**config.mk**
```make
export PLATFORM = sky130hd
export DESIGN_NAME = bcc_bridge_control_config
export DESIGN_NICKNAME = d
export VERILOG_FILES = /design/src/include/bcc_pkg.sv /design/src/design/bcc_strap_capture.sv /design/src/design/bcc_sticky_status.sv /design/src/design/bcc_bridge_control_config.sv
export SDC_FILE = /design/constraint.sdc
export NUM_CORES = 1
export LEC_CHECK = 0
export BUFFER_PORTS_ARGS = -buffer_cell sky130_fd_sc_hd__buf_4
export CORE_ASPECT_RATIO = 0.5
export CORE_UTILIZATION = 43
export CTS_BUF_LIST = sky130_fd_sc_hd__clkbuf_8 sky130_fd_sc_hd__clkbuf_16
export DETAILED_ROUTE_END_ITERATION = 10
export MAX_ROUTING_LAYER = met4
export PLACE_DENSITY = 0.81
export SYNTH_ARGS = -nofsm -noshare
export SYNTH_HDL_FRONTEND = slang
export SYNTH_SLANG_ARGS = --single-unit
```
**constraint.sdc**
```tcl
create_clock -name sys_clk -period 2.02 [get_ports sys_clk]
set_input_delay 0.303 -clock sys_clk [delete_from_list [all_inputs] [get_ports sys_clk]]
set_output_delay 0.303 -clock sys_clk [all_outputs]
set_load 0.1 [all_outputs]
```
**src/include/bcc_pkg.sv**
```systemverilog
// Constants, field layout and sequencer states of the bridge control
// configuration block.
// Assumes a 32-bit APB with byte addresses in an 8-bit window.
package bcc_pkg;
  // ------------------------------------------------------------
  // Widths
  // ------------------------------------------------------------
  localparam int ADDR_W = 8;
  localparam int DATA_W = 32;
  localparam int STRB_W = 4;
  localparam int CFG_W  = 8;
  localparam int EVT_W  = 3;
  localparam int ST_W   = 4;
  localparam int AUD_W  = 32;

  // ------------------------------------------------------------
  // Register byte addresses
  // ------------------------------------------------------------
  localparam logic [ADDR_W-1:0] CFG_OFS     = 8'h54;
  localparam logic [ADDR_W-1:0] IRQ_STS_OFS = 8'h60;
  localparam logic [ADDR_W-1:0] IRQ_EN_OFS  = 8'h64;
  localparam logic [ADDR_W-1:0] IRQ_CLR_OFS = 8'h68;
  localparam logic [ADDR_W-1:0] STATE_OFS   = 8'h6C;

  // ------------------------------------------------------------
  // Configuration fields
  // ------------------------------------------------------------
  localparam int CFG_EXT_BIT    = 7;
  localparam int CFG_RXIRQ_BIT  = 6;
  localparam int CFG_EDBYP_BIT  = 5;
  localparam int CFG_INHIB_BIT  = 4;
  localparam int CFG_TDM_BIT    = 2;
  localparam int CFG_SRC_BIT    = 1;
  localparam int CFG_AUX_BIT    = 0;
  localparam logic [CFG_W-1:0] CFG_RESET = 8'h00;
  localparam logic [CFG_W-1:0] CFG_WMASK = 8'hF7;

  // ------------------------------------------------------------
  // Event and state bits
  // ------------------------------------------------------------
  localparam int EVT_RXIRQ = 0;
  localparam int EVT_EDID  = 1;
  localparam int EVT_INIT  = 2;
  localparam logic [EVT_W-1:0] EVT_RESET = 3'h0;
  localparam int ST_RXIRQ  = 0;
  localparam int ST_EDID   = 1;
  localparam int ST_INIT   = 2;
  localparam int ST_BUSY   = 3;

  typedef enum logic [2:0] {
    SEQ_STRAP,
    SEQ_EDID_REQ,
    SEQ_EDID_WAIT,
    SEQ_IDLE,
    SEQ_INIT_REQ,
    SEQ_INIT_WAIT
  } bcc_seq_t;
endpackage

```
**src/design/bcc_strap_capture.sv**
```systemverilog
// Strap capture: one load pulse in the first cycle after reset release.
// Assumes the strap pins are stable and synchronous to sys_clk.
`timescale 1ns/1ps
`default_nettype none
module bcc_strap_capture
  import bcc_pkg::*;
(
  input  wire logic                      sys_clk,
  input  wire logic                      sys_rst,
  input  wire logic                      strapSelectOne,
  input  wire logic                      strapSelectZero,
  output logic                           strapLoad,
  output logic [bcc_pkg::CFG_W-1:0]      strapBits
);
  logic armed;

  // Reset may only load constants, so the pins are caught afterwards
  always_ff @(posedge sys_clk) begin
    if (sys_rst) begin
      armed <= 1'b1;
    end else begin
      armed <= 1'b0;
    end
  end

  assign strapLoad = armed & ~sys_rst;

  always_comb begin
    strapBits                = '0;
    strapBits[CFG_EXT_BIT]   = strapSelectOne;
    strapBits[CFG_EDBYP_BIT] = strapSelectOne;
    strapBits[CFG_AUX_BIT]   = strapSelectZero;
  end
endmodule
`default_nettype wire

```
**src/design/bcc_sticky_status.sv**
```systemverilog
// Sticky event status with enable mask and one level interrupt.
// Assumes events and clears are one-cycle pulses on sys_clk.
`timescale 1ns/1ps
`default_nettype none
module bcc_sticky_status
  import bcc_pkg::*;
(
  input  wire logic                      sys_clk,
  input  wire logic                      sys_rst,
  input  wire logic [bcc_pkg::EVT_W-1:0] evtPulse,
  input  wire logic                      clrWrite,
  input  wire logic [bcc_pkg::EVT_W-1:0] clrMask,
  input  wire logic [bcc_pkg::EVT_W-1:0] evtEnable,
  output logic [bcc_pkg::EVT_W-1:0]      evtStatus,
  output logic                           irq
);
  genvar i;
  generate
    for (i = 0; i < EVT_W; i++) begin : g_bit
      // A new event beats a clear landing in the same cycle
      always_ff @(posedge sys_clk) begin
        if (sys_rst) begin
          evtStatus[i] <= 1'b0;
        end else if (evtPulse[i]) begin
          evtStatus[i] <= 1'b1;
        end else if (clrWrite && clrMask[i]) begin
          evtStatus[i] <= 1'b0;
        end
      end
    end
  endgenerate

  assign irq = |(evtStatus & evtEnable);
endmodule
`default_nettype wire

```
**src/design/bcc_bridge_control_config.sv**
```systemverilog
// Bridge control configuration register with its APB slave, the
// start-up sequencer for remote EDID load and receiver setup, the
// receiver interrupt forwarding and the audio source routing.
// Assumes a zero-wait APB master, synchronous strap pins and
// receiver/EDID engines that answer start pulses with done pulses.
//
// Contract
// - see the external-control bit; when set, internal bridge control and receiver setup stop.
// - with the receiver interrupt enable set, receiver interrupts drive the active-low pin.
// - with the EDID bypass bit clear, the block starts the remote EDID search and copy; the code checks the bit only once, right after the strap load.
// - with the EDID bypass bit set, no remote EDID load is started; it powers up from strap one.
// - receiver setup runs automatically unless the setup inhibit bit is written to one.
// - the TDM bit puts receiver audio handling in time-division multiplexed form.
// - the source bit picks receiver audio (0) or local serial audio (1) for the link.
// - the auxiliary bit enables an extra two-channel audio stream beside main audio.
// - the auxiliary enable powers up from the strap zero pin.
`timescale 1ns/1ps
`default_nettype none
module bcc_bridge_control_config
(
  input  wire logic                       sys_clk,
  input  wire logic                       sys_rst,

  input  wire logic [bcc_pkg::ADDR_W-1:0] paddr,
  input  wire logic                       psel,
  input  wire logic                       penable,
  input  wire logic                       pwrite,
  input  wire logic [bcc_pkg::DATA_W-1:0] pwdata,
  input  wire logic [bcc_pkg::STRB_W-1:0] pstrb,
  output logic [bcc_pkg::DATA_W-1:0]      prdata,
  output logic                            pready,
  output logic                            pslverr,

  input  wire logic                       strapSelectOne,
  input  wire logic                       strapSelectZero,

  input  wire logic                       rxIrqIn,
  output logic                            interruptOutN,
  output logic                            irq,

  output logic                            internalCtlEnable,
  output logic                            edidLoadStart,
  input  wire logic                       edidLoadDone,
  output logic                            rxInitStart,
  input  wire logic                       rxInitDone,

  output logic                            tdmAudioMode,
  input  wire logic [bcc_pkg::AUD_W-1:0]  rxAudioData,
  input  wire logic                       rxAudioValid,
  input  wire logic [bcc_pkg::AUD_W-1:0]  localAudioData,
  input  wire logic                       localAudioValid,
  input  wire logic [bcc_pkg::AUD_W-1:0]  auxAudioData,
  input  wire logic                       auxAudioValid,
  output logic [bcc_pkg::AUD_W-1:0]       linkAudioData,
  output logic                            linkAudioValid,
  output logic [bcc_pkg::AUD_W-1:0]       linkAuxData,
  output logic                            linkAuxValid
);
  import bcc_pkg::*;

  // ------------------------------------------------------------
  // Declarations
  // ------------------------------------------------------------
  logic [CFG_W-1:0]  bridgeConfig;
  logic [EVT_W-1:0]  irqEnable;
  logic [EVT_W-1:0]  irqStatus;
  logic [EVT_W-1:0]  evtPulse;
  logic [ST_W-1:0]   bridgeState;
  logic [CFG_W-1:0]  strapBits;
  logic              strapLoad;
  logic              edidLoaded;
  logic              initDone;
  logic              rxIrqPrev;
  logic              pinAssert;
  bcc_seq_t          seqState;
  bcc_seq_t          next_seqState;

  wire               outsideControllerSelect;
  wire               receiverIrqEnable;
  wire               farEdidLoadBypass;
  wire               selfSetupInhibit;
  wire               tdmEnable;
  wire               audioSourceLocal;
  wire               auxAudioEnable;

  wire               apbSetup;
  wire               apbAccess;
  wire               hitCfg;
  wire               hitSts;
  wire               hitEn;
  wire               hitClr;
  wire               hitState;
  wire               addrHit;
  wire               wrLane0;
  wire               wrCfg;
  wire               wrEn;
  wire               wrClr;
  wire [DATA_W-1:0]  readValue;
  wire               initAllowed;
  wire               initAbort;

  // ------------------------------------------------------------
  // Address decode
  // ------------------------------------------------------------
  function automatic logic regHit(
    input logic [ADDR_W-1:0] addr,
    input logic [ADDR_W-1:0] ofs
  );
    regHit = (addr == ofs);
  endfunction

  assign apbSetup  = psel & ~penable;
  assign apbAccess = psel & penable;
  assign hitCfg    = regHit(paddr, CFG_OFS);
  assign hitSts    = regHit(paddr, IRQ_STS_OFS);
  assign hitEn     = regHit(paddr, IRQ_EN_OFS);
  assign hitClr    = regHit(paddr, IRQ_CLR_OFS);
  assign hitState  = regHit(paddr, STATE_OFS);
  assign addrHit   = hitCfg | hitSts | hitEn | hitClr | hitState;

  // Every register lives in byte lane 0; other lanes are ignored
  assign wrLane0   = apbAccess & pwrite & pstrb[0];
  assign wrCfg     = wrLane0 & hitCfg;
  assign wrEn      = wrLane0 & hitEn;
  assign wrClr     = wrLane0 & hitClr;

  // ------------------------------------------------------------
  // APB answer
  // ------------------------------------------------------------
  // No wait states: data is fetched in the setup cycle, so the
  // access cycle completes at once with registered read data
  assign pready  = 1'b1;
  assign pslverr = apbAccess & ~addrHit;

  assign readValue =
      hitCfg   ? {{(DATA_W-CFG_W){1'b0}}, bridgeConfig} :
      hitSts   ? {{(DATA_W-EVT_W){1'b0}}, irqStatus}    :
      hitEn    ? {{(DATA_W-EVT_W){1'b0}}, irqEnable}    :
      hitState ? {{(DATA_W-ST_W){1'b0}},  bridgeState}  :
      {DATA_W{1'b0}};

  always_ff @(posedge sys_clk) begin
    if (sys_rst) begin
      prdata <= '0;
    end else if (apbSetup && !pwrite) begin
      prdata <= readValue;
    end
  end

  // ------------------------------------------------------------
  // Strap capture
  // ------------------------------------------------------------
  bcc_strap_capture u_strap (
    .sys_clk         (sys_clk),
    .sys_rst         (sys_rst),
    .strapSelectOne  (strapSelectOne),
    .strapSelectZero (strapSelectZero),
    .strapLoad       (strapLoad),
    .strapBits       (strapBits)
  );

  // ------------------------------------------------------------
  // Configuration register
  // ------------------------------------------------------------
  // Strapped fields are loaded once, in the first cycle after
  // reset; bit 3 is masked on every write so it always reads zero
  always_ff @(posedge sys_clk) begin
    if (sys_rst) begin
      bridgeConfig <= CFG_RESET;
    end else if (strapLoad) begin
      bridgeConfig <= strapBits;
    end else if (wrCfg) begin
      bridgeConfig <= pwdata[CFG_W-1:0] & CFG_WMASK;
    end
  end

  assign outsideControllerSelect = bridgeConfig[CFG_EXT_BIT];
  assign receiverIrqEnable       = bridgeConfig[CFG_RXIRQ_BIT];
  assign farEdidLoadBypass       = bridgeConfig[CFG_EDBYP_BIT];
  assign selfSetupInhibit        = bridgeConfig[CFG_INHIB_BIT];
  assign tdmEnable               = bridgeConfig[CFG_TDM_BIT];
  assign audioSourceLocal        = bridgeConfig[CFG_SRC_BIT];
  assign auxAudioEnable          = bridgeConfig[CFG_AUX_BIT];

  // The outside controller owns the receiver while this is low
  assign internalCtlEnable = ~outsideControllerSelect;
  assign tdmAudioMode      = tdmEnable;

  // ------------------------------------------------------------
  // Start-up sequencer
  // ------------------------------------------------------------
  // Until setup has completed once, it is retried from idle whenever software lifts the inhibit
  // or hands control back, so a late change is not lost
  assign initAllowed = ~outsideControllerSelect
                     & ~selfSetupInhibit;
  assign initAbort   = ~initAllowed;

  always_comb begin
    next_seqState = seqState;
    unique case (seqState)
      SEQ_STRAP: begin
        if (!strapLoad) begin
          if (farEdidLoadBypass) begin
            next_seqState = SEQ_IDLE;
          end else begin
            next_seqState = SEQ_EDID_REQ;
          end
        end
      end
      SEQ_EDID_REQ: begin
        next_seqState = SEQ_EDID_WAIT;
      end
      SEQ_EDID_WAIT: begin
        if (edidLoadDone) begin
          next_seqState = SEQ_IDLE;
        end
      end
      SEQ_IDLE: begin
        if (!initDone && initAllowed) begin
          next_seqState = SEQ_INIT_REQ;
        end
      end
      SEQ_INIT_REQ: begin
        next_seqState = SEQ_INIT_WAIT;
      end
      SEQ_INIT_WAIT: begin
        if (rxInitDone || initAbort) begin
          next_seqState = SEQ_IDLE;
        end
      end
    endcase
  end

  always_ff @(posedge sys_clk) begin
    if (sys_rst) begin
      seqState <= SEQ_STRAP;
    end else begin
      seqState <= next_seqState;
    end
  end

  // Start requests are single-cycle pulses
  assign edidLoadStart = (seqState == SEQ_EDID_REQ);
  assign rxInitStart   = (seqState == SEQ_INIT_REQ)
                       & initAllowed;

  // ------------------------------------------------------------
  // Progress flags and events
  // ------------------------------------------------------------
  assign evtPulse[EVT_EDID]  = (seqState == SEQ_EDID_WAIT) & edidLoadDone;
  assign evtPulse[EVT_INIT]  = (seqState == SEQ_INIT_WAIT) & rxInitDone
                             & initAllowed;
  assign evtPulse[EVT_RXIRQ] = rxIrqIn & ~rxIrqPrev;

  always_ff @(posedge sys_clk) begin
    if (sys_rst) begin
      edidLoaded <= 1'b0;
      initDone   <= 1'b0;
      rxIrqPrev  <= 1'b0;
    end else begin
      rxIrqPrev <= rxIrqIn;
      if (evtPulse[EVT_EDID]) begin
        edidLoaded <= 1'b1;
      end
      if (evtPulse[EVT_INIT]) begin
        initDone <= 1'b1;
      end
    end
  end

  // Software reads this to tell a receiver interrupt from others
  assign bridgeState[ST_RXIRQ] = rxIrqPrev;
  assign bridgeState[ST_EDID]  = edidLoaded;
  assign bridgeState[ST_INIT]  = initDone;
  assign bridgeState[ST_BUSY]  = (seqState != SEQ_IDLE);

  // ------------------------------------------------------------
  // Interrupt status
  // ------------------------------------------------------------
  always_ff @(posedge sys_clk) begin
    if (sys_rst) begin
      irqEnable <= EVT_RESET;
    end else if (wrEn) begin
      irqEnable <= pwdata[EVT_W-1:0];
    end
  end

  bcc_sticky_status u_status (
    .sys_clk   (sys_clk),
    .sys_rst   (sys_rst),
    .evtPulse  (evtPulse),
    .clrWrite  (wrClr),
    .clrMask   (pwdata[EVT_W-1:0]),
    .evtEnable (irqEnable),
    .evtStatus (irqStatus),
    .irq       (irq)
  );

  // ------------------------------------------------------------
  // Interrupt pin
  // ------------------------------------------------------------
  // The pin follows the receiver level one cycle late; masked
  // receiver interrupts still show in the state register
  assign pinAssert = rxIrqIn & receiverIrqEnable;

  always_ff @(posedge sys_clk) begin
    if (sys_rst) begin
      interruptOutN <= 1'b1;
    end else begin
      interruptOutN <= ~pinAssert;
    end
  end

  // ------------------------------------------------------------
  // Audio routing
  // ------------------------------------------------------------
  // Switching source mid-stream may drop or split one sample;
  // software should change it only while audio is idle
  always_ff @(posedge sys_clk) begin
    if (sys_rst) begin
      linkAudioData  <= '0;
      linkAudioValid <= 1'b0;
    end else if (audioSourceLocal) begin
      linkAudioValid <= localAudioValid;
      if (localAudioValid) begin
        linkAudioData <= localAudioData;
      end
    end else begin
      linkAudioValid <= rxAudioValid;
      if (rxAudioValid) begin
        linkAudioData <= rxAudioData;
      end
    end
  end

  // Aux stream is independent of the main source selection
  always_ff @(posedge sys_clk) begin
    if (sys_rst) begin
      linkAuxData  <= '0;
      linkAuxValid <= 1'b0;
    end else begin
      linkAuxValid <= auxAudioEnable & auxAudioValid;
      if (auxAudioEnable && auxAudioValid) begin
        linkAuxData <= auxAudioData;
      end
    end
  end
endmodule
`default_nettype wire

```
==> Word-level counts from Yosys, hierarchy flattened <==
Index checks and enable logic that the tools add are counted.
{ "classes": {"n_bitwise": 30, "eq_ne": 16, "mux": 23, "n_reduce_logical": 19} }
{ "ops": {"columns": ["operator", "n"], "rows": [
  ["two-way mux 32 bit", 3],
  ["== test 8 x 7 -> 1 bit, second input constant", 5],
  ["two-way mux 8 bit", 3],
  ["case mux 3 bit (6 select lines)", 1],
  ["bitwise AND 1 bit", 17],
  ["two-way mux 3 bit", 4],
  ["two-way mux 4 bit", 3],
  ["inequality test 2 bit, second input constant", 5],
  ["nonzero test 2 bit", 5],
  ["two-way mux 1 bit", 8],
  ["inverter 1 bit", 8],
  ["== test 3 x 2 -> 1 bit, second input constant", 2],
  ["== test 3 bit, second input constant", 2],
  ["logical AND 1 bit", 6],
  ["bitwise OR 1 bit", 4],
  ["AND reduction 4 bit", 1],
  ["bitwise AND 3 bit", 1],
  ["== test 3 x 1 -> 1 bit, second input constant", 1],
  ["logical NOT 3 bit", 1],
  ["inequality test 3 x 2 -> 1 bit, second input constant", 1],
  ["OR reduction 3 bit", 1],
  ["logical NOT 1 bit", 2],
  ["two-way mux 2 bit", 1],
  ["AND reduction 2 bit", 1],
  ["2 further kinds", 2]
]} }
{ "totals": {"wordCells": 105, "output_inout_bits": 106, "inputBits": 153, "ff_bits": 119} }

==> Depth between registers and ports, before layout <==
Gate-level depths: netlist of the first run.
{ "depth": {"depth_word": 7, "depth_mapped": 6, "ltp_nobuf": 4} }

==> Cells and area by module <==
Synthesis of the first run repeated with hierarchy kept, for this count alone.
{ "hier_totals": {"cells_unflattened": 507, "hier_area_um2": 4342.9} }
{ "by_module_without_submodules": {"columns": ["module", "area_each_um2", "instances", "seq_area_each_um2", "cells_each"], "rows": [
  ["bcc_bridge_control_config", 4122.7, 1, 1841.8, 482],
  ["bcc_sticky_status", 122.6, 1, 60.1, 14],
  ["bcc_strap_capture", 97.6, 1, 20.0, 11]
]} }

==> Worst setup path after synthesis of the first run <==
Ideal clock, no wire load.
{ "synth_path": {"kind": "register to output", "start": "register seqState[1]", "end": "output rxInitStart", "path_buffers": 1, "required_time_ns": 1.717, "path_stages_with_launch": 5, "arrival_ns": 2.719, "slack_ns": -1.002, "cell_sequence": "dfxtp_1 -> clkbuf_1 -> nor2_1 -> nand2_1 -> nor3_1"} }
{ "synth_between": {"elab_chain_len": 2} }
{ "synth_rtl": {"columns": ["item", "line", "rtl"], "rows": [
  ["from (decl)", "bcc_bridge_control_config.sv:75", "bcc_seq_t seqState;"],
  ["from (signal assigned)", "bcc_bridge_control_config.sv:238", "seqState <= next_seqState;"],
  ["== test 3 bit", "bcc_bridge_control_config.sv:244", "assign rxInitStart = (seqState == SEQ_INIT_REQ)"],
  ["bitwise AND 1 bit", "bcc_bridge_control_config.sv:245", "& initAllowed;"],
  ["to (decl)", "bcc_bridge_control_config.sv:44", "output logic rxInitStart,"]
]} }
Every way passes these cells.

==> Worst setup path in the final report of the first run <==
{ "layout_path": {"start": "input paddr[1] (netlist name)", "end": "output pslverr"} }
{ "layout_between": {"elab_chain_len": 7, "word_cells_on_any_way": 11, "classes_between": "eq/ne: 5; bitwise: 6"} }
{ "layout_rtl": {"columns": ["item", "line", "rtl"], "rows": [
  ["from (decl)", "bcc_bridge_control_config.sv:24", "input wire logic [bcc_pkg::ADDR_W-1:0] paddr,"],
  ["== test 8 x 7 -> 1 bit", "bcc_bridge_control_config.sv:109", "regHit = (addr == ofs);"],
  ["bitwise OR 1 bit (3 in a row)", "bcc_bridge_control_config.sv:119", "assign addrHit = hitCfg | hitSts | hitEn | hitClr | hitState;"],
  ["bitwise OR 1 bit (*)", "bcc_bridge_control_config.sv:119", null],
  ["inverter 1 bit (*)", "bcc_bridge_control_config.sv:133", "assign pslverr = apbAccess & ~addrHit;"],
  ["bitwise AND 1 bit (*)", "bcc_bridge_control_config.sv:133", null],
  ["to (decl)", "bcc_bridge_control_config.sv:32", "output logic pslverr,"]
]} }
Mark *: on every way between the ends. The rest lies on a longest branch, timed or not.

==> results.ini, run 1 <==
[hold_path]
worstHoldStart = pwdata[0]
whs_path_depth = 2
hp-class = input pin to flip-flop
holdPathEnd = u_status.evtStatus[0]$_SDFFE_PP0P_

[floorplan]
boundaryPins = 259
num_rows = 24
die_x_um = 141
coreArea_um2 = 9010
die_area_um2 = 10000
fp.dieH_um = 71.3
start_util_pct = 45.8

[detailed_routing]
drt-total-wl_mm = 11.2
drt_iter0_drc = 215
drtPass1Iterations = 4
vias = 3985
drc_errors = 0
postRouteAntennaNets = 0
vias_per_cell = 5.03
wl_per_cell_um = 14.1

[global_route]
grt_first_pass_wirelength_mm = 17.8
grt_max_degree = 66
grt_use_met1_pct = 26.9
antenna_found_initial = 0
grt-busiest-layer = met2
grtUsageMet2_pct = 40.1
grt_pass1_vias = 3733
track_usage_pct = 23.1
met3_usage_pct = 6.15
gr-total-overflow = 0

[critical_path]
r2r.worst_path.cells = 3
worstSetupStartpointType = input pin
critical_path_class = input pin to output port
rrSetupSlack_ns = 0.26
cp_data_arrival_time_ns = 1.67
required_ns = 1.72
crit_fanout = 3
r2r-end = linkAudioData[9]$_SDFFE_PP0P_
worstSetupEndpointType = output port
timing.rr.start = bridgeConfig[1]$_SDFFE_PP0P_

[clock_network]
cts_setup_buffers = 0
cts_root_buf = clkbuf_16
cts.sinks = 95
cts_buffer_depth = 2
numCtsBuffers = 9
cts_tree = done
htree_levels = 3
path_clk_slew_ns = 0.07
ctsHoldBuffers = 0
cts_resized = 0
clock_latency_ns = 0.34

[placed_design]
portBuffers = 205
gp_congestion = 0.915
hpwl_mm = 8.32

[sta]
setup_violations = 0
period_share_pct = 97.5
fin_crit_ns = 1.97
drv_slew = 0
tns_ns = 0
skew_ns = 0.00682
hold_viol = 0
slew-limit-headroom_pct = 25.1
worstMarginPinSlew_ns = 1.12
rsz0062_at_grt = false
clock.fmax_mhz = 508

[synthesis]
ys.flop_type = dfxtp_1
syn_inst = 476
yosys.area.top_type_share_pct = 46.1
ys_seq_elements = 95
synth-seq-area-share_pct = 46.1
netlist_area_um2 = 4130
ys_types = 44
yosys_warnings = 0
synth-edff-count = 0
yosys.area.top_type = dfxtp_1
synth.top_cells.by_count = dfxtp_1 (95), nand2_1 (77), nor2_1 (47), a21oi_1 (42), mux2i_1 (42)
synthArstFlopShare_pct = 0
avgSynthCellArea_um2 = 8.67
synth_most_common_cell = dfxtp_1
synth_area_leaders = dfxtp_1 (46%), mux2i_1 (10%), nand2_1 (7.0%)

[cells_and_area]
fin_nets = 823
antenna-diode-count = 0
syn2layout_area_growth_pct = 45.7
drive_gt1_share_pct = 36.3

[power]
leakage_uw = 0.00259
total_power_uw = 5160
cellPowerDensity_nw_per_um2 = 858
switchingPower_uw = 1860
clockPowerShare_pct = 33.8
p_comb_share_pct = 26.8
power.internal_uw = 3300
ir_drop_mv = 0.460
seqPwrFrac_pct = 39.5
swShare_pct = 36.0

[run_status]
status = completed

[flow_run]
maxCapViolCount = 0

[worst max path at each step]
stage / from / to / slack, ns
CTS: paddr[1] / pslverr / 0.05
global route: paddr[1] / pslverr / 0.03
finish: paddr[1] / pslverr / 0.05
floorplan: paddr[1] / pslverr / 0.09
detailed placement: paddr[1] / irqEnable[1]$_SDFFE_PP0P_ / 0.05
global placement: paddr[1] / pslverr / 0.06
[cell families (layout without fill, tap and decap cells)]
group                  Yosys count  in the layout  synth area share [%]
and+or+nand+nor                171            171                  19.0
muxes                           43             43                  10.5
AOI/OAI and AO/OA               98             98                  15.4
buffers and inverters           67            243                  8.88
DFF                             95             95                  46.1
other                            2             25                 0.182
[placed cells by master (no fill, tap or decap), types with 2 or more instances in the layout]
cell,Yosys,routed
buf_4,25,218
dfxtp_1,95,94
nand2_1,77,77
nor2_1,47,46
mux2i_1,42,42
a21oi_1,42,42
a211oi_1,35,35
conb_1,2,25
clkbuf_16,0,9
inv_1,8,8
nor4_1,8,8
nor3_1,9,8
nand3_1,7,7
a31oi_1,5,5
nor2b_1,5,5
nand2b_1,4,4
o21ai_0,4,4
a311oi_1,3,3
clkinvlp_4,0,3
nand3b_1,2,2
[final cells by class]
cell class | count | area, µm²
clock buffers | 9 | 225
clock inverters | 7 | 81.3
fillers | 747 | 3000
inverters | 8 | 30.0
multi-input cells | 337 | 1970
flip-flops and latches | 95 | 1900
well taps | 117 | 146
repair buffers | 219 | 1660
[registers in the layout, summed over array words and instances (netlist names), 3 cells and up]
signal,count
linkAuxData,32
u_status.evtStatus,3
irqEnable,3
linkAudioData,32
bridgeConfig,7
prdata,8
seqState,3
[metrics by stage]
step / hold slack (ns) / area, µm² / cells / utilization [%] / setup WS (ns)
floorplan: 0.331 / 4240 / 499 / - / 0.0859
global placement: 0.384 / 5710 / 776 / 63.3 / 0.0600
detailed placement: 0.385 / 5710 / 776 / 63.3 / 0.0488
CTS: 0.170 / 6010 / 792 / 66.7 / 0.0485
global route: 0.177 / 6010 / 792 / 66.7 / 0.0280
finish: 0.183 / 6010 / 792 / 66.7 / 0.0507
[per-layer routing]
metal / vias up / share of wire (%) / wire [µm]
li1: 2000 / - / -
met1: 1830 / 42 / 4680
met2: 145 / 51 / 5730
met3: 10 / 6.2 / 695
met4: 0 / 0.93 / 104
met5: - / 0 / 0
[critical path, stage by stage]
cell and delay (ns):
buf_4 0.12, or4b_4 0.53, o32a_1 0.18, o311a_4 0.30, buf_4 0.23
[power by group through the flow]
stage,clock network (µW),logic [µW],registers (µW)
floorplan,0,541,2560
global placement,0,1370,2070
detailed placement,0,1380,2080
CTS,1780,1380,2030
global route,1860,1440,2050
finish,1740,1380,2040
Note: power is estimated with default switching activity, not from simulation.
==> inputs of run 2 (changes only) <==
--- a/config.mk
+++ b/config.mk
@@ -13,3 +13,3 @@
 export MAX_ROUTING_LAYER = met4
-export PLACE_DENSITY = 0.81
+export PLACE_DENSITY = 0.91
 export SYNTH_ARGS = -nofsm -noshare
==> constraint.sdc (replaced) <==
create_clock -name sys_clk -period 2.02 [get_ports sys_clk]
set_input_delay 0.606 -clock sys_clk [delete_from_list [all_inputs] [get_ports sys_clk]]
set_output_delay 0.606 -clock sys_clk [all_outputs]
set_load 0.1 [all_outputs]
==> results.ini, run 2 (synthesized netlist as in run 1, its figures left out) <==
[sta]
worstMarginPinSlew_ns = 0.596  ; was 1.12 ns
fin_crit_ns = 2.51  ; was 1.97 ns
drv_slew = 0  ; unchanged
hold_viol = 0  ; unchanged
slew-limit-headroom_pct = 60.3  ; was 25.1%
rsz0062_at_grt = true  ; was false
setup_violations = 1  ; was 0
fin_ws_ns = -0.490  ; was 0.0507 ns
skew_ns = 0.00783  ; was 0.00682 ns
clock.fmax_mhz = 398  ; was 508 MHz
period_share_pct = 124  ; was 97.5%

[global_route]
grt_first_pass_wirelength_mm = 18.5  ; was 17.8 mm
gr-total-overflow = 0  ; unchanged
track_usage_pct = 24.5  ; was 23.1%
antenna_found_initial = 0  ; unchanged
grt_pass1_vias = 3877  ; was 3,733
grt_max_degree = 66  ; unchanged

[critical_path]
crit_fanout = 2  ; was 3
timing.rr.start = seqState[1]$_SDFFE_PP0P_  ; was bridgeConfig[1]$_SDFFE_PP0P_
cp_slowest_stage_delay_ns = 0.54  ; was 0.53 ns
crit_start = paddr[1]  ; unchanged
worstSetupEndpointType = output port  ; unchanged
r2r.worst_path.cells = 4  ; was 3
path_cells = buf_6 > or4b_4 > o32a_1 > o311a_4 > buf_12  ; was buf_4 > or4b_4 > o32a_1 > o311a_4 > buf_4
required_ns = 1.41  ; was 1.72 ns
worstSetupStartpointType = input pin  ; unchanged
critical_path.slowest_cell = or4b_4  ; unchanged
cp_data_arrival_time_ns = 1.90  ; was 1.67 ns
critical_path_class = input pin to output port  ; unchanged

[detailed_routing]
drtPass1Iterations = 4  ; unchanged
vias = 4123  ; was 3,985
drt-total-wl_mm = 12.0  ; was 11.2 mm
vias_per_cell = 5.15  ; was 5.03
drt_iter0_drc = 286  ; was 215
postRouteAntennaNets = 0  ; unchanged
drc_errors = 0  ; unchanged
wl_per_cell_um = 15.0  ; was 14.1 µm

[cells_and_area]
drive_gt1_share_pct = 37.6  ; was 36.3%
fin_nets = 832  ; was 823
antenna-diode-count = 0  ; unchanged
most-common-layout-cells = buf_4 (223), dfxtp_1 (93), nand2_1 (77)  ; was buf_4 (218), dfxtp_1 (94), nand2_1 (77)
final_util_pct = 67.5  ; was 66.7%
syn2layout_area_growth_pct = 47.5  ; was 45.7%
stdcell_count = 801  ; was 792
fillers = 697  ; was 747
largestRegisters = linkAudioData: 32 flops, linkAuxData: 32 flops, prdata: 8 flops  ; unchanged
layout.cells.most_common = buf_4  ; unchanged

[power]
leakage_uw = 0.00264  ; was 0.00259 µW
ir_drop_mv = 0.509  ; was 0.460 mV
cellPowerDensity_nw_per_um2 = 832  ; was 858 nW/µm²

[floorplan]
boundaryPins = 259  ; unchanged
start_util_pct = 45.8  ; unchanged
die_area_um2 = 10000  ; unchanged
die_x_um = 141  ; unchanged
fp.dieH_um = 71.3  ; unchanged
coreArea_um2 = 9010  ; unchanged
num_rows = 24  ; unchanged

[placed_design]
hpwl_mm = 8.52  ; was 8.32 mm
place_inst = 785  ; was 776
gp_congestion = 0.920  ; was 0.915
portBuffers = 205  ; unchanged

[clock_network]
clock_latency_ns = 0.35  ; was 0.34 ns
numCtsBuffers = 9  ; unchanged
cts_tree = done  ; unchanged
cts_root_buf = clkbuf_16  ; unchanged
cts.sinks = 95  ; unchanged
path_clk_slew_ns = 0.06  ; was 0.07 ns
htree_levels = 3  ; unchanged
cts_buffer_depth = 2  ; unchanged

[flow_run]
maxCapViolCount = 0  ; unchanged

[hold_path]
hp-class = flip-flop to flip-flop  ; was input pin to flip-flop
worstHoldStart = bridgeConfig[6]$_SDFFE_PP0P_  ; was pwdata[0]
whs_path_depth = 1  ; was 2

[run_status]
violations = negative setup slack
status = complete, but fails checks  ; was completed

==> run 2: cell count changes in the layout (fill, tap and decap cells not counted), sizes merged <==
cell / change
buf: +9
clkinv: +3
inv: -2
bufinv: -1
clkbuf: +1
clkinvlp: -1
==> run 2: critical path, delay by kind of cell <==
kind / cells / cell delay, ns
simple gates: 1 / 0.54
buf+inv: 2 / 0.27
compound gates: 2 / 0.50
==> run 2: final cells by class <==
class	count	area (µm²)	area share, %
multi-input cells	337	1970	32.4
flip-flops and latches	95	1900	31.3
repair buffers	228	1750	28.7
clock buffers	10	239	3.93
well taps	117	146	2.41
clock inverters	6	46.3	0.761
inverters	8	30.0	0.494
==> run 2: final timing paths <==
kind | endpoint | slack (ns)
max | pslverr | -0.49
min | interruptOutN$_SDFF_PP1_ | 0.41
max reg2reg | u_status.evtStatus[2]$_SDFFE_PP0P_ | 0.46
min reg2reg | interruptOutN$_SDFF_PP1_ | 0.41
==> run 2: stage by stage <==
stage                     cell area (µm²)  worst slack (ns)  TNS (ns)  hold slack [ns]  power [µW]
after floorplan                      4230            -0.520    -0.980            0.371        3100
after detailed placement             5770            -0.547     -4.34            0.404        3470
after global routing                 6080            -0.501    -0.501            0.437        5250
final                                6080            -0.490    -0.490            0.415        5060
after CTS                            6080            -0.478    -0.478            0.419        5100
after global placement               5770            -0.534     -3.69            0.389        3450
==> run 2: repair_timing <==
action                                  CTS  global route
endpoints found under the setup margin    2             4
hold buffers                              0             0
endpoints found under the hold margin     0             0
resized for setup                         6             3
setup buffers                             0             0
==> run 2: power by group <==
group          switching (µW)  internal [µW]  leakage (µW)
Clock                     741            872      0.000135
Sequential               61.9           1970      0.000780
Combinational            1040            379       0.00173
Total                    1840           3220       0.00264
==> run 2: layer usage <==
layer	part of all wire [%]	vias to the layer above	global-route usage [%]	wire length, µm
li1	-	2010	-	-
met1	41	1879	26.4	4880
met2	50	184	42.3	5940
met3	5.8	50	6.28	689
met4	3.9	0	13.2	466
met5	0	-	-	0
==> inputs of run 3 (changes only) <==
SETUP_SLACK_MARGIN = 0.5   (was unset)
==> results.ini, run 3 (synthesized netlist as in run 1, its figures left out) <==
[detailed_routing]
vias = 4867  ; was 4,123
drtPass1Iterations = 7  ; was 4
drt-total-wl_mm = 18.3  ; was 12.0 mm
wl_per_cell_um = 22.1  ; was 15.0 µm
vias_per_cell = 5.88  ; was 5.15
drt_iter0_drc = 733  ; was 286
drc_errors = 0  ; unchanged
postRouteAntennaNets = 0  ; unchanged

[sta]
period_share_pct = 127  ; was 124%
tns_ns = -10.21  ; was -0.490 ns
clock.fmax_mhz = 391  ; was 398 MHz
fin_crit_ns = 2.56  ; was 2.51 ns
slew-limit-headroom_pct = 52.3  ; was 60.3%
fin_ws_ns = -0.537  ; was -0.490 ns
skew_ns = 0.00733  ; was 0.00783 ns
worstMarginPinSlew_ns = 0.711  ; was 0.596 ns
drv_slew = 0  ; unchanged
hold_viol = 0  ; unchanged
setup_violations = 22  ; was 1
rsz0062_at_grt = true  ; unchanged

[critical_path]
worstSetupEndpointType = output port  ; unchanged
r2r.worst_path.cells = 4  ; unchanged
cp_slowest_stage_delay_ns = 0.55  ; was 0.54 ns
cp_data_arrival_time_ns = 1.95  ; was 1.90 ns
critical_path_class = input pin to output port  ; unchanged
required_ns = 1.41  ; about the same
cp_num_buf_inv = 2  ; unchanged
r2r-end = linkAudioData[5]$_SDFFE_PP0P_  ; was u_status.evtStatus[2]$_SDFFE_PP0P_
endpoint = pslverr  ; unchanged
timing.rr.start = bridgeConfig[1]$_SDFFE_PP0P_  ; was seqState[1]$_SDFFE_PP0P_
worstSetupStartpointType = input pin  ; unchanged
path_cells = buf_6 > or4b_4 > o32a_1 > o311a_4 > buf_12  ; unchanged
critical_path.slowest_cell = or4b_4  ; unchanged
rrSetupSlack_ns = 0.19  ; was 0.46 ns
crit_start = paddr[1]  ; unchanged
cpLargestDelayFamily = simple AND/OR/NAND/NOR gates  ; unchanged
cp_num_cells = 5  ; unchanged
crit_fanout = 2  ; unchanged

[global_route]
antenna_found_initial = 1  ; was 0
grt_first_pass_wirelength_mm = 23.5  ; was 18.5 mm
grt_max_degree = 66  ; unchanged
gr-total-overflow = 0  ; unchanged
track_usage_pct = 31.5  ; was 24.5%
grt_pass1_vias = 4505  ; was 3,877

[clock_network]
clock_latency_ns = 0.35  ; about the same
numCtsBuffers = 9  ; unchanged
htree_levels = 3  ; unchanged
cts_buffer_depth = 2  ; unchanged
cts_root_buf = clkbuf_16  ; unchanged
ctsHoldBuffers = 0  ; unchanged
path_clk_slew_ns = 0.07  ; was 0.06 ns
cts_tree = done  ; unchanged
cts.sinks = 95  ; unchanged

[run_status]
status = complete, but fails checks  ; unchanged
violations = negative setup slack  ; unchanged

[placed_design]
portBuffers = 205  ; unchanged
hpwl_mm = 8.81  ; was 8.52 mm
placed_cell_area_um2 = 5840  ; was 5770 µm²
gp_congestion = 0.906  ; was 0.920

[hold_path]
hp-class = flip-flop to flip-flop  ; unchanged

[cells_and_area]
syn2layout_area_growth_pct = 81.8  ; was 47.5%
fillers = 417  ; was 697
most-common-layout-cells = buf_4 (153), dfxtp_2 (76), nand2_1 (73)  ; was buf_4 (223), dfxtp_1 (93), nand2_1 (77)
layout.cells.most_common = buf_4  ; unchanged
seq_area_um2 = 2020  ; was 1900 µm²
drive_gt1_share_pct = 56.5  ; was 37.6%
multi_input_area_um2 = 2220  ; was 1970 µm²
largestRegisters = linkAudioData: 32 flops, linkAuxData: 32 flops, prdata: 8 flops  ; unchanged
finalInstanceArea_um2 = 7500  ; was 6080 µm²
fin_nets = 858  ; was 832

[floorplan]
start_util_pct = 45.8  ; unchanged
fp.dieH_um = 71.3  ; unchanged
die_x_um = 141  ; unchanged
num_rows = 24  ; unchanged
boundaryPins = 259  ; unchanged
die_area_um2 = 10000  ; unchanged
coreArea_um2 = 9010  ; unchanged

[power]
cellPowerDensity_nw_per_um2 = 761  ; was 832 nW/µm²
leakage_uw = 0.00309  ; was 0.00264 µW
ir_drop_mv = 0.519  ; was 0.509 mV

[flow_run]
maxCapViolCount = 0  ; unchanged

run 3: layout make-up:
cell class	instances	area share, %
Sequential cell	95	26.9
Clock buffer	10	3.19
Multi-Input combinational cell	337	29.7
Antenna cell	1	0.0334
Clock inverter	6	1.22
Tap cell	117	1.95
Timing Repair Buffer	254	36.6
Inverter	8	0.450
run 3: per-stage QoR:
stage	power, µW	setup slack [ns]	hold WS (ns)	cells	util, %
finish	5710	-0.537	0.462	828	83.3
global placement	3470	-0.533	0.389	782	64.8
CTS	5510	-0.487	0.413	821	78.1
detailed placement	3490	-0.549	0.391	782	64.8
global route	5830	-0.541	0.483	828	83.3
floorplan	3140	-0.519	0.371	499	-
run 3: how the worst min path moves through the flow:
stage / startpoint / to / slack, ns / depth (start not counted)
after CTS: bridgeConfig[6]$_SDFFE_PP0P_ / interruptOutN$_SDFF_PP1_ / 0.41 / 1
final: linkAuxData[9]$_SDFFE_PP0P_ / linkAuxData[9]$_SDFFE_PP0P_ / 0.46 / 2
after detailed placement: bridgeConfig[6]$_SDFFE_PP0P_ / interruptOutN$_SDFF_PP1_ / 0.39 / 1
after floorplan: bridgeConfig[6]$_SDFFE_PP0P_ / interruptOutN$_SDFF_PP1_ / 0.37 / 1
after global routing: linkAuxData[9]$_SDFFE_PP0P_ / linkAuxData[9]$_SDFFE_PP0P_ / 0.48 / 2
after global placement: bridgeConfig[6]$_SDFFE_PP0P_ / interruptOutN$_SDFF_PP1_ / 0.39 / 1
run 3: power breakdown:
part | internal, µW | switching (µW)
clock network | 1130 | 788
logic | 556 | 1160
registers | 1980 | 102
run 3: repair_timing:
item	in CTS	in global routing
pin swaps	29	13
endpoints found under the hold margin	0	0
resized for setup	169	97
setup endpoints to repair	104	94
setup buffers	23	6
run 3: worst min-delay path: stages, from the launching register on:
cell,delay [ns]
dfxtp_2,0.32
nand2_1,0.05
a21oi_1,0.05
run 3: layer usage:
metal	share of wire [%]	GRT usage (%)
met1	35	31.7
met2	47	55.1
met3	9.9	8.89
met4	7.6	20.5
met5	0	-
